File: src/iolc_pkg.sv
// Purpose: Constants and carriers for the parallel I/O line controller
// Assumes: 32-bit AXI4-Lite register bus, one aligned word per register
// Notes: Offsets are byte addresses
package iolc_pkg;
	localparam int IOLC_LINES = 32;
	localparam int IOLC_AW = 8;
	localparam logic [7:0] IOLC_LINE_OWN_SET = 8'h00;
	localparam logic [7:0] IOLC_LINE_OWN_CLEAR = 8'h04;
	localparam logic [7:0] IOLC_LINE_OWN_STATE = 8'h08;
	localparam logic [7:0] IOLC_DRIVE_ON_SET = 8'h10;
	localparam logic [7:0] IOLC_DRIVE_OFF_SET = 8'h14;
	localparam logic [7:0] IOLC_DRIVE_STATE = 8'h18;
	localparam logic [7:0] IOLC_LEVEL_HIGH_SET = 8'h30;
	localparam logic [7:0] IOLC_LEVEL_LOW_SET = 8'h34;
	localparam logic [7:0] IOLC_LEVEL_OUT_STATE = 8'h38;
	localparam logic [7:0] IOLC_PIN_LEVEL = 8'h3C;
	localparam logic [7:0] IOLC_PULLUP_OFF_SET = 8'h60;
	localparam logic [7:0] IOLC_PULLUP_ON_SET = 8'h64;
	localparam logic [7:0] IOLC_PULLUP_OFF_STATE = 8'h68;
	localparam logic [7:0] IOLC_FUNC_A_PICK = 8'h70;
	localparam logic [7:0] IOLC_FUNC_B_PICK = 8'h74;
	localparam logic [7:0] IOLC_FUNC_AB_STATE = 8'h78;
	localparam logic [7:0] IOLC_DIRECT_MASK_SET = 8'hA0;
	localparam logic [7:0] IOLC_DIRECT_MASK_CLEAR = 8'hA4;
	localparam logic [7:0] IOLC_DIRECT_MASK_STATE = 8'hA8;
	localparam logic [31:0] IOLC_PULLUP_RST = 32'h0000_0000;
	localparam logic [31:0] IOLC_FUNC_RST = 32'h0000_0000;
	localparam logic [31:0] IOLC_MASK_RST = 32'h0000_0000;
	localparam logic [31:0] IOLC_DRIVE_RST = 32'h0000_0000;
	localparam logic [31:0] IOLC_LEVEL_RST = 32'h0000_0000;
	localparam logic [1:0] IOLC_RESP_OKAY = 2'b00;
	localparam logic [1:0] IOLC_RESP_SLVERR = 2'b10;

	typedef struct packed {
		logic [31:0] oe;
		logic [31:0] level;
	} iolc_drive_s;
endpackage : iolc_pkg

File: src/iolc_top.sv
// Purpose: Parallel I/O line controller with AXI4-Lite register slave
// Assumes: Pins sampled synchronous to aclk; clk_en_i models the gated clock
// Notes: Contract list below
// Contract
// - Up to 32 lines, same bit everywhere
// - Pull-up on clears, off sets status
// - Pull-up writes act regardless of ownership
// - Pull-up status resets to zero
// - Ownership set/clear drives ownership status
// - Unmultiplexed lines: ownership fixed at one
// - Ownership reset value per-line parameter
// - Pick A clears, pick B sets select
// - Select steers output; inputs see pin
// - Function select resets to zero
// - Peripheral-owned line driven by selected peripheral
// - Drive on/off sets/clears drive status
// - Drive and level writes work when peripheral-owned
// - Level high/low set drives output level
// - Direct level write only touches masked bits
// - Mask set/clear updates mask status
// - Mask status resets to zero
// - Config writes need no peripheral clock
// - Pin sampling only while clock enabled
// - Peripheral clock enable starts disabled; here clk_en_i is an input the controller does not reset
// - Absent lines ignore writes, read zero
//
// The AXI4-Lite slave port and the address map were left to the implementer.
`timescale 1ns/1ps
`default_nettype none
module iolc_top
	import iolc_pkg::*;
#(
	parameter logic [31:0] LINE_PRESENT = 32'hFFFF_FFFF,
	parameter logic [31:0] LINE_MUXED = 32'hFFFF_FFFF,
	parameter logic [31:0] OWN_RST = 32'hFFFF_FFFF
) (
	// Clock and reset
	input wire logic aclk,
	input wire logic aresetn,
	// AXI4-Lite write
	input wire logic [IOLC_AW-1:0] s_axi_awaddr,
	input wire logic s_axi_awvalid,
	output logic s_axi_awready,
	input wire logic [31:0] s_axi_wdata,
	input wire logic [3:0] s_axi_wstrb,
	input wire logic s_axi_wvalid,
	output logic s_axi_wready,
	output logic [1:0] s_axi_bresp,
	output logic s_axi_bvalid,
	input wire logic s_axi_bready,
	// AXI4-Lite read
	input wire logic [IOLC_AW-1:0] s_axi_araddr,
	input wire logic s_axi_arvalid,
	output logic s_axi_arready,
	output logic [31:0] s_axi_rdata,
	output logic [1:0] s_axi_rresp,
	output logic s_axi_rvalid,
	input wire logic s_axi_rready,
	// Power manager clock gate
	input wire logic clk_en_i,
	// Peripheral functions
	input wire logic [31:0] periph_a_oe,
	input wire logic [31:0] periph_a_out,
	input wire logic [31:0] periph_b_oe,
	input wire logic [31:0] periph_b_out,
	output logic [31:0] periph_in,
	// Pads
	input wire logic [31:0] pad_in,
	output logic [31:0] pad_out,
	output logic [31:0] pad_oe,
	output logic [31:0] pad_pullup_en
);
	localparam logic [31:0] OWN_FIXED = LINE_PRESENT & ~LINE_MUXED;

	logic [31:0] pullup_off_q;
	logic [31:0] own_q;
	logic [31:0] func_b_q;
	logic [31:0] drive_q;
	logic [31:0] level_q;
	logic [31:0] mask_q;
	logic [31:0] pin_q;
	logic [31:0] own_state;
	logic aw_held_q;
	logic w_held_q;
	logic [IOLC_AW-1:0] awaddr_q;
	logic [31:0] wdata_q;
	logic [3:0] wstrb_q;
	logic wr_fire;
	logic [31:0] wmask;
	logic [31:0] wval;
	logic wr_hit;
	logic rd_hit;
	logic [31:0] rd_val;
	iolc_drive_s drv_d;

	// Write address and data captured independently
	assign s_axi_awready = !aw_held_q && !s_axi_bvalid;
	assign s_axi_wready = !w_held_q && !s_axi_bvalid;
	assign wr_fire = aw_held_q && w_held_q && !s_axi_bvalid;

	always_ff @(posedge aclk) begin
		if (!aresetn) begin
			aw_held_q <= 1'b0;
			awaddr_q <= '0;
		end else if (s_axi_awvalid && s_axi_awready) begin
			aw_held_q <= 1'b1;
			awaddr_q <= s_axi_awaddr;
		end else if (wr_fire) begin
			aw_held_q <= 1'b0;
		end
	end

	always_ff @(posedge aclk) begin
		if (!aresetn) begin
			w_held_q <= 1'b0;
			wdata_q <= '0;
			wstrb_q <= '0;
		end else if (s_axi_wvalid && s_axi_wready) begin
			w_held_q <= 1'b1;
			wdata_q <= s_axi_wdata;
			wstrb_q <= s_axi_wstrb;
		end else if (wr_fire) begin
			w_held_q <= 1'b0;
		end
	end

	// Byte strobes and absent lines gate the written ones
	always_comb begin
		wmask = {{8{wstrb_q[3]}}, {8{wstrb_q[2]}}, {8{wstrb_q[1]}}, {8{wstrb_q[0]}}};
		wmask = wmask & LINE_PRESENT;
		wval = wdata_q & wmask;
	end

	always_comb begin
		case ({awaddr_q[IOLC_AW-1:2], 2'b00})
			IOLC_LINE_OWN_SET, IOLC_LINE_OWN_CLEAR, IOLC_DRIVE_ON_SET,
			IOLC_DRIVE_OFF_SET, IOLC_LEVEL_HIGH_SET, IOLC_LEVEL_LOW_SET,
			IOLC_LEVEL_OUT_STATE, IOLC_PULLUP_OFF_SET, IOLC_PULLUP_ON_SET,
			IOLC_FUNC_A_PICK, IOLC_FUNC_B_PICK, IOLC_DIRECT_MASK_SET,
			IOLC_DIRECT_MASK_CLEAR: wr_hit = 1'b1;
			default: wr_hit = 1'b0;
		endcase
	end

	always_ff @(posedge aclk) begin
		if (!aresetn) begin
			s_axi_bvalid <= 1'b0;
			s_axi_bresp <= IOLC_RESP_OKAY;
		end else if (wr_fire) begin
			s_axi_bvalid <= 1'b1;
			s_axi_bresp <= wr_hit ? IOLC_RESP_OKAY : IOLC_RESP_SLVERR;
		end else if (s_axi_bready) begin
			s_axi_bvalid <= 1'b0;
		end
	end

	// Configuration registers; none depends on clk_en_i
	always_ff @(posedge aclk) begin
		if (!aresetn) begin
			pullup_off_q <= IOLC_PULLUP_RST;
		end else if (wr_fire && awaddr_q == IOLC_PULLUP_OFF_SET) begin
			pullup_off_q <= pullup_off_q | wval;
		end else if (wr_fire && awaddr_q == IOLC_PULLUP_ON_SET) begin
			pullup_off_q <= pullup_off_q & ~wval;
		end
	end

	always_ff @(posedge aclk) begin
		if (!aresetn) begin
			own_q <= OWN_RST & LINE_PRESENT;
		end else if (wr_fire && awaddr_q == IOLC_LINE_OWN_SET) begin
			own_q <= own_q | (wval & LINE_MUXED);
		end else if (wr_fire && awaddr_q == IOLC_LINE_OWN_CLEAR) begin
			own_q <= own_q & ~(wval & LINE_MUXED);
		end
	end
	assign own_state = (own_q & LINE_MUXED & LINE_PRESENT) | OWN_FIXED;

	always_ff @(posedge aclk) begin
		if (!aresetn) begin
			func_b_q <= IOLC_FUNC_RST;
		end else if (wr_fire && awaddr_q == IOLC_FUNC_A_PICK) begin
			func_b_q <= func_b_q & ~wval;
		end else if (wr_fire && awaddr_q == IOLC_FUNC_B_PICK) begin
			func_b_q <= func_b_q | wval;
		end
	end

	always_ff @(posedge aclk) begin
		if (!aresetn) begin
			drive_q <= IOLC_DRIVE_RST;
		end else if (wr_fire && awaddr_q == IOLC_DRIVE_ON_SET) begin
			drive_q <= drive_q | wval;
		end else if (wr_fire && awaddr_q == IOLC_DRIVE_OFF_SET) begin
			drive_q <= drive_q & ~wval;
		end
	end

	always_ff @(posedge aclk) begin
		if (!aresetn) begin
			level_q <= IOLC_LEVEL_RST;
		end else if (wr_fire && awaddr_q == IOLC_LEVEL_HIGH_SET) begin
			level_q <= level_q | wval;
		end else if (wr_fire && awaddr_q == IOLC_LEVEL_LOW_SET) begin
			level_q <= level_q & ~wval;
		end else if (wr_fire && awaddr_q == IOLC_LEVEL_OUT_STATE) begin
			level_q <= (level_q & ~(mask_q & wmask)) | (wdata_q & mask_q & wmask);
		end
	end

	always_ff @(posedge aclk) begin
		if (!aresetn) begin
			mask_q <= IOLC_MASK_RST;
		end else if (wr_fire && awaddr_q == IOLC_DIRECT_MASK_SET) begin
			mask_q <= mask_q | wval;
		end else if (wr_fire && awaddr_q == IOLC_DIRECT_MASK_CLEAR) begin
			mask_q <= mask_q & ~wval;
		end
	end

	// Pin level holds its last sample while the clock is gated
	always_ff @(posedge aclk) begin
		if (!aresetn) begin
			pin_q <= '0;
		end else if (clk_en_i) begin
			pin_q <= pad_in & LINE_PRESENT;
		end
	end

	// Per-line output mux
	generate
		for (genvar i = 0; i < IOLC_LINES; i++) begin : g_line
			always_comb begin
				if (own_state[i]) begin
					drv_d.oe[i] = drive_q[i];
					drv_d.level[i] = level_q[i];
				end else if (func_b_q[i]) begin
					drv_d.oe[i] = periph_b_oe[i];
					drv_d.level[i] = periph_b_out[i];
				end else begin
					drv_d.oe[i] = periph_a_oe[i];
					drv_d.level[i] = periph_a_out[i];
				end
			end
		end
	endgenerate

	always_ff @(posedge aclk) begin
		if (!aresetn) begin
			pad_oe <= '0;
			pad_out <= '0;
		end else begin
			pad_oe <= drv_d.oe & LINE_PRESENT;
			pad_out <= drv_d.level & LINE_PRESENT;
		end
	end
	assign pad_pullup_en = ~pullup_off_q & LINE_PRESENT;
	assign periph_in = pad_in;

	// Read channel
	always_comb begin
		rd_hit = 1'b1;
		case ({s_axi_araddr[IOLC_AW-1:2], 2'b00})
			IOLC_LINE_OWN_STATE: rd_val = own_state;
			IOLC_DRIVE_STATE: rd_val = drive_q;
			IOLC_LEVEL_OUT_STATE: rd_val = level_q;
			IOLC_PIN_LEVEL: rd_val = pin_q;
			IOLC_PULLUP_OFF_STATE: rd_val = pullup_off_q;
			IOLC_FUNC_AB_STATE: rd_val = func_b_q;
			IOLC_DIRECT_MASK_STATE: rd_val = mask_q;
			default: begin
				rd_val = '0;
				rd_hit = 1'b0;
			end
		endcase
	end

	assign s_axi_arready = !s_axi_rvalid;

	always_ff @(posedge aclk) begin
		if (!aresetn) begin
			s_axi_rvalid <= 1'b0;
			s_axi_rdata <= '0;
			s_axi_rresp <= IOLC_RESP_OKAY;
		end else if (s_axi_arvalid && s_axi_arready) begin
			s_axi_rvalid <= 1'b1;
			s_axi_rdata <= rd_val & LINE_PRESENT;
			s_axi_rresp <= rd_hit ? IOLC_RESP_OKAY : IOLC_RESP_SLVERR;
		end else if (s_axi_rready) begin
			s_axi_rvalid <= 1'b0;
		end
	end
endmodule : iolc_top
`default_nettype wire

File: config.mk
export PLATFORM = sky130hd
export DESIGN_NAME = iolc_top
export DESIGN_NICKNAME = d
export VERILOG_FILES = /design/src/iolc_pkg.sv /design/src/iolc_top.sv
export SDC_FILE = /design/constraint.sdc
export NUM_CORES = 1
export LEC_CHECK = 0
export ABC_CLOCK_PERIOD_IN_PS = 4700
export BUFFER_PORTS_ARGS = -buffer_cell sky130_fd_sc_hd__buf_2
export CORE_AREA = 5 5 163 227
export DETAILED_ROUTE_END_ITERATION = 10
export DIE_AREA = 0 0 168 232
export GPL_ROUTABILITY_DRIVEN = 0
export PLACE_DENSITY = 0.78
export REMOVE_ABC_BUFFERS = 1
export SYNTH_ARGS = -nofsm -noshare
export SYNTH_HDL_FRONTEND = slang
export SYNTH_SLANG_ARGS = --single-unit
File: constraint.sdc
create_clock -name aclk -period 4.7 [get_ports aclk]
set_input_delay 0.47 -clock aclk [delete_from_list [all_inputs] [get_ports aclk]]
set_output_delay 0.47 -clock aclk [all_outputs]
set_load 0.01 [all_outputs]
=== Word-level counts from Yosys, hierarchy flattened ===
Cells that the tools add are included.

* Register bits: 372
* Logic and storage cells: 262
* Output and inout bits: 169
* Input bits: 220

* Eq/ne operators: 31
* Bitwise operators: 21
* Multiplexer cells: 153
* Reductions and logical operators: 38

{| class="wikitable"
|+ Operators with widths
! cell !! number
|-
| two-way mux 32 bit || 13
|-
| AND 32 bit || 11
|-
| bitwise OR 32 bit || 7
|-
| case mux 32 bit (7 select lines) || 1
|-
| two-way mux 1 bit || 137
|-
| NOT 32 bit || 3
|-
| == test 6 x 5 -> 1 bit, second input constant || 6
|-
| == test 8 x 7 -> 1 bit, second input constant || 4
|-
| == test 6 x 4 -> 1 bit, second input constant || 5
|-
| == test 8 x 6 -> 1 bit, second input constant || 3
|-
| logical AND 1 bit || 20
|-
| == test 6 x 3 -> 1 bit, second input constant || 3
|-
| == test 6 bit, second input constant || 3
|-
| nonzero test 2 bit || 9
|-
| == test 8 x 5 -> 1 bit, second input constant || 2
|-
| == test 8 bit, second input constant || 2
|-
| OR reduction 13 bit || 1
|-
| == test 8 x 3 -> 1 bit, second input constant || 1
|-
| zero test 8 bit || 1
|-
| OR reduction 7 bit || 1
|-
| == test 6 x 1 -> 1 bit, second input constant || 1
|-
| == test 6 x 2 -> 1 bit, second input constant || 1
|-
| zero test 6 bit || 1
|-
| zero test 1 bit || 4
|-
| other kinds (2) || 3
|}

=== Logic depth before layout (Yosys ltp) ===
* Word-level depth: 7
* Depth in mapped cells: 7
* Mapped depth without buffers: 4

=== Least setup slack after synthesis ===
Ideal clock, no wire load.

* Path type: input to register
* From: input port s_axi_araddr[4]
* To: register s_axi_rdata[10]
* Path buffers: 2
* Required time: 4.622 ns
* Data arrival time: 1.780 ns
* Slack: 2.842 ns
* Stages: 6
* Setup time: 0.078 ns
* Path through: buf_2 -> or4b_1 -> o221ai_1 -> nand3_1 -> clkbuf_1 -> a32oi_1

* Word-level cells in the longest chain between the ends: 2
* Elaborated cells on any way between the ends: 8
* Classes of those cells: 7 x eq/ne; 1 x mux

{| class="wikitable"
|+ RTL lines
! what !! line !! text
|-
| start, declared || iolc_top.sv:52 || <nowiki>input wire logic [IOLC_AW-1:0] s_axi_araddr,</nowiki>
|-
| == test 6 bit, or another cell as far along || iolc_top.sv:263 || <nowiki>case ({s_axi_araddr[IOLC_AW-1:2], 2'b00})</nowiki>
|-
| case mux 32 bit (7 select lines) (*) || iolc_top.sv:263 ||
|-
| end signal, assigned || iolc_top.sv:287 || <nowiki>s_axi_rdata <= rd_val & LINE_PRESENT;</nowiki>
|-
| end, declared || iolc_top.sv:55 || <nowiki>output logic [31:0] s_axi_rdata,</nowiki>
|}

Mark *: on every way between the ends. The rest lies on a longest branch, timed or not.
A chain may end at the register's enable or synchronous reset.

==> reports/metrics.cfg <==
[global_route]
grt_antenna_before_repair=0
track_usage_pct=28.2
grt_max_degree=99
first_global_vias=16400
global_route.usage.met3_pct=4.21
grt-busiest-layer=met2
grt_overflow=0
gr-usage-met1_pct=33.7
grt_first_pass_wirelength_um=88600
use_met2_pct=48.8

[critical_path]
r2r.worst_path.cells=5
critPathKind=register to register
worstSetupStartpointType=register
critical_path.max_fanout=33
r2r_setup_slack_ns=1.29
worst_r2r_startpoint=awaddr_q[5]$_SDFFE_PN0P_
critical_path_required_ns=5.15
worst_ep_arrival_time_ns=3.86
end_kind=register

[clock_network]
cts_buffer_depth=3
numClockSinks=370
clock_tree.htree_level_count=2
cts_repair_resize_count=0
cts.hold.buffers_added=0
cts_setup_buffers=0
cts-buffers-inserted=37
clock-root-buffer=clkbuf_16
clk_latency_ns=0.53
clk_transition_reported_paths_ns=0.06
clock_tree_from_tritoncts=yes

[power]
cellLeakagePower_nw=7.51
power_density_nw_per_um2=339
total_power_mw=6.85
worst_case_vdd_ir_drop_mv=0.261

[finish]
most-common-layout-cells=buf_2 (382), dfxtp_1 (370), nor2_1 (200)
mostFrequentLayoutCell=buf_2
instances_no_fill=2692
final.fill_count=2991
final_area_sq_um=20200
finalCoreUtilization_pct=58.1
finish.net_count=2433
area_delta_synth_final_pct=17.9
drive_above_1_share_pct=21.8

[logic_synthesis]
synth_cell_type_count=56
multiplexer_fraction_of_the_synthesized_cell_area_pct=9.35
synth.avg_cell_area_sq_um=8.71
synth_top_family_by_area=compound AO/OA/AOI/OAI gates
synthXorXnorAreaFrac_pct=0.0511
count_of_flip_flops_with_a_built_in_enable_after_synthesis=0
post_synth_instance_area_sq_um=17100
synth-seq-cells=370
asyncSetResetFlopFracSynth_pct=0
synth.yosys.warnings=0
synthAdderAreaFrac_pct=0
synth-compound-area-share_pct=25.7
synth_top_flop_cell=dfxtp_1
fraction_of_the_yosys_area_taken_by_sequential_cells_pct=43.2
synthesis.instances=1967
synth_simple_gate_area_share_pct=15.1

[floorplan]
floorplan.die.width_um=168
die_area_sq_um=39000
total_core_area_sq_um=34800
start_util_pct=49.3
die_h_um=232
floorplan.rows=81
pin_count=389

[hold_path]
hold_class=primary input to register
hold-path-cell-count=3
worst_hold_path.endpoint=wdata_q[10]$_SDFFE_PN0P_
worstHoldStart=s_axi_wdata[10]

[drt]
route.antenna.remaining_nets=0
total_via_count_in_the_routed_design=17100
drtPass1Iterations=6
drt_wl_total_um=59000
avgViaCountPerCell=6.36
routed_wire_length_per_instance_um=21.9
detail_route.iter0.violations=1887
route.detailed.drc=0

[timing]
setup_repair_after_global_routing_missed_its_margin=no
timing.final.crit_share_pct=72.5
setup_violations=0
final.setup_skew_ns=0.0138
postLayoutSetupSlackWorst_ns=1.29
fin_hold_ws_ns=0.179
report.final.slew_viol_count=0
achievable-frequency_mhz=294
actual_slew_at_the_worst_max_slew_pin_ns=1.34
slew_headroom_pct=11.0
finalHoldViolations=0
period_minus_slack_ns=3.41
final.setup.tns_ns=0

[placement]
place_hpwl_um=38200
postPlaceCellArea_sq_um=19000
placement.setup.worst_slack_ns=1.40
placed_cells_incl_taps=2630
port-buffer-count=384

[job]
max-cap-violations=0

[status]
run_status=finished, final reports clean

[cell type report]
type / instances / area [sq um] / area share (%)
Multi-Input combinational cell: 1349 / 8670 / 42.9
Sequential cell: 370 / 7410 / 36.7
Timing Repair Buffer: 412 / 2140 / 10.6
Clock buffer: 48 / 1010 / 4.99
Tap cell: 456 / 571 / 2.83
Clock inverter: 13 / 228 / 1.13
Inverter: 43 / 166 / 0.824
Antenna cell: 1 / 2.50 / 0.0124
[cells by family (layout without fill, tap and decap cells)]
group	count (synthesis)	count (layout)
xor+xnor	1	1
compound gates	622	622
mux	160	160
simple gates	564	564
buf+inv	249	516
other cells	1	3
flops	370	370
[routing by layer]
layer  vias to the layer above  routed length [um]
li1                       7792                   -
met1                      8035               22100
met2                      1045               28800
met3                       236                5020
met4                         0                3090
met5                         -                   0
[synth_stat cells, drive strengths merged, types with 2 or more instances]
cell type	count	share of area, %
a2111oi	11	0.56
nor3	25	0.73
nor3b	2	0.088
o221a	32	2.1
nand3b	7	0.31
o31ai	64	2.8
and2	2	0.073
nor2b	7	0.26
or2	5	0.18
and3	12	0.44
nand3	36	1.1
inv	42	0.92
a22o	20	1.0
and4bb	2	0.15
a21oi	113	3.3
o22a	20	1.0
buf	66	2.5
o211ai	160	7.0
nor2	201	4.4
mux2i	160	9.4
nand2b	5	0.18
a21boi	12	0.53
or4b	2	0.12
and3b	2	0.10
nand4b	2	0.10
a32oi	20	1.0
o21ai	103	3.0
clkbuf	140	3.1
a221oi	10	0.51
dfxtp	370	43
nand4	71	2.6
nand2	176	3.9
o2111ai	32	1.6
a22oi	20	0.88
[worst max-delay path, stage by stage (launching register included)]
cell and delay [ns]:
dfxtp_1 0.49, or4b_2 1.09, nor2_1 0.28, nand4_1 0.75, buf_4 0.54, o21ai_1 0.16
[worst max-delay path by stage]
stage | from | endpoint | slack, ns | cells after the start
after floorplan | aresetn | s_axi_rdata[10]$_SDFFE_PN0P_ | 0.02 | 4
after global placement | awaddr_q[5]$_SDFFE_PN0P_ | register | 1.51 | 5
after detailed placement | awaddr_q[5]$_SDFFE_PN0P_ | register | 1.40 | 5
after CTS | awaddr_q[5]$_SDFFE_PN0P_ | register | 1.37 | 5
after global routing | awaddr_q[5]$_SDFFE_PN0P_ | register | 1.11 | 5
final | awaddr_q[5]$_SDFFE_PN0P_ | register | 1.29 | 5
[report_power, final]
part           switching [mW]  internal, mW
registers              0.0589          3.18
logic                   0.347         0.173
clock network            1.25          1.84
total                    1.66          5.19
Power figures use the tool's default switching activity.
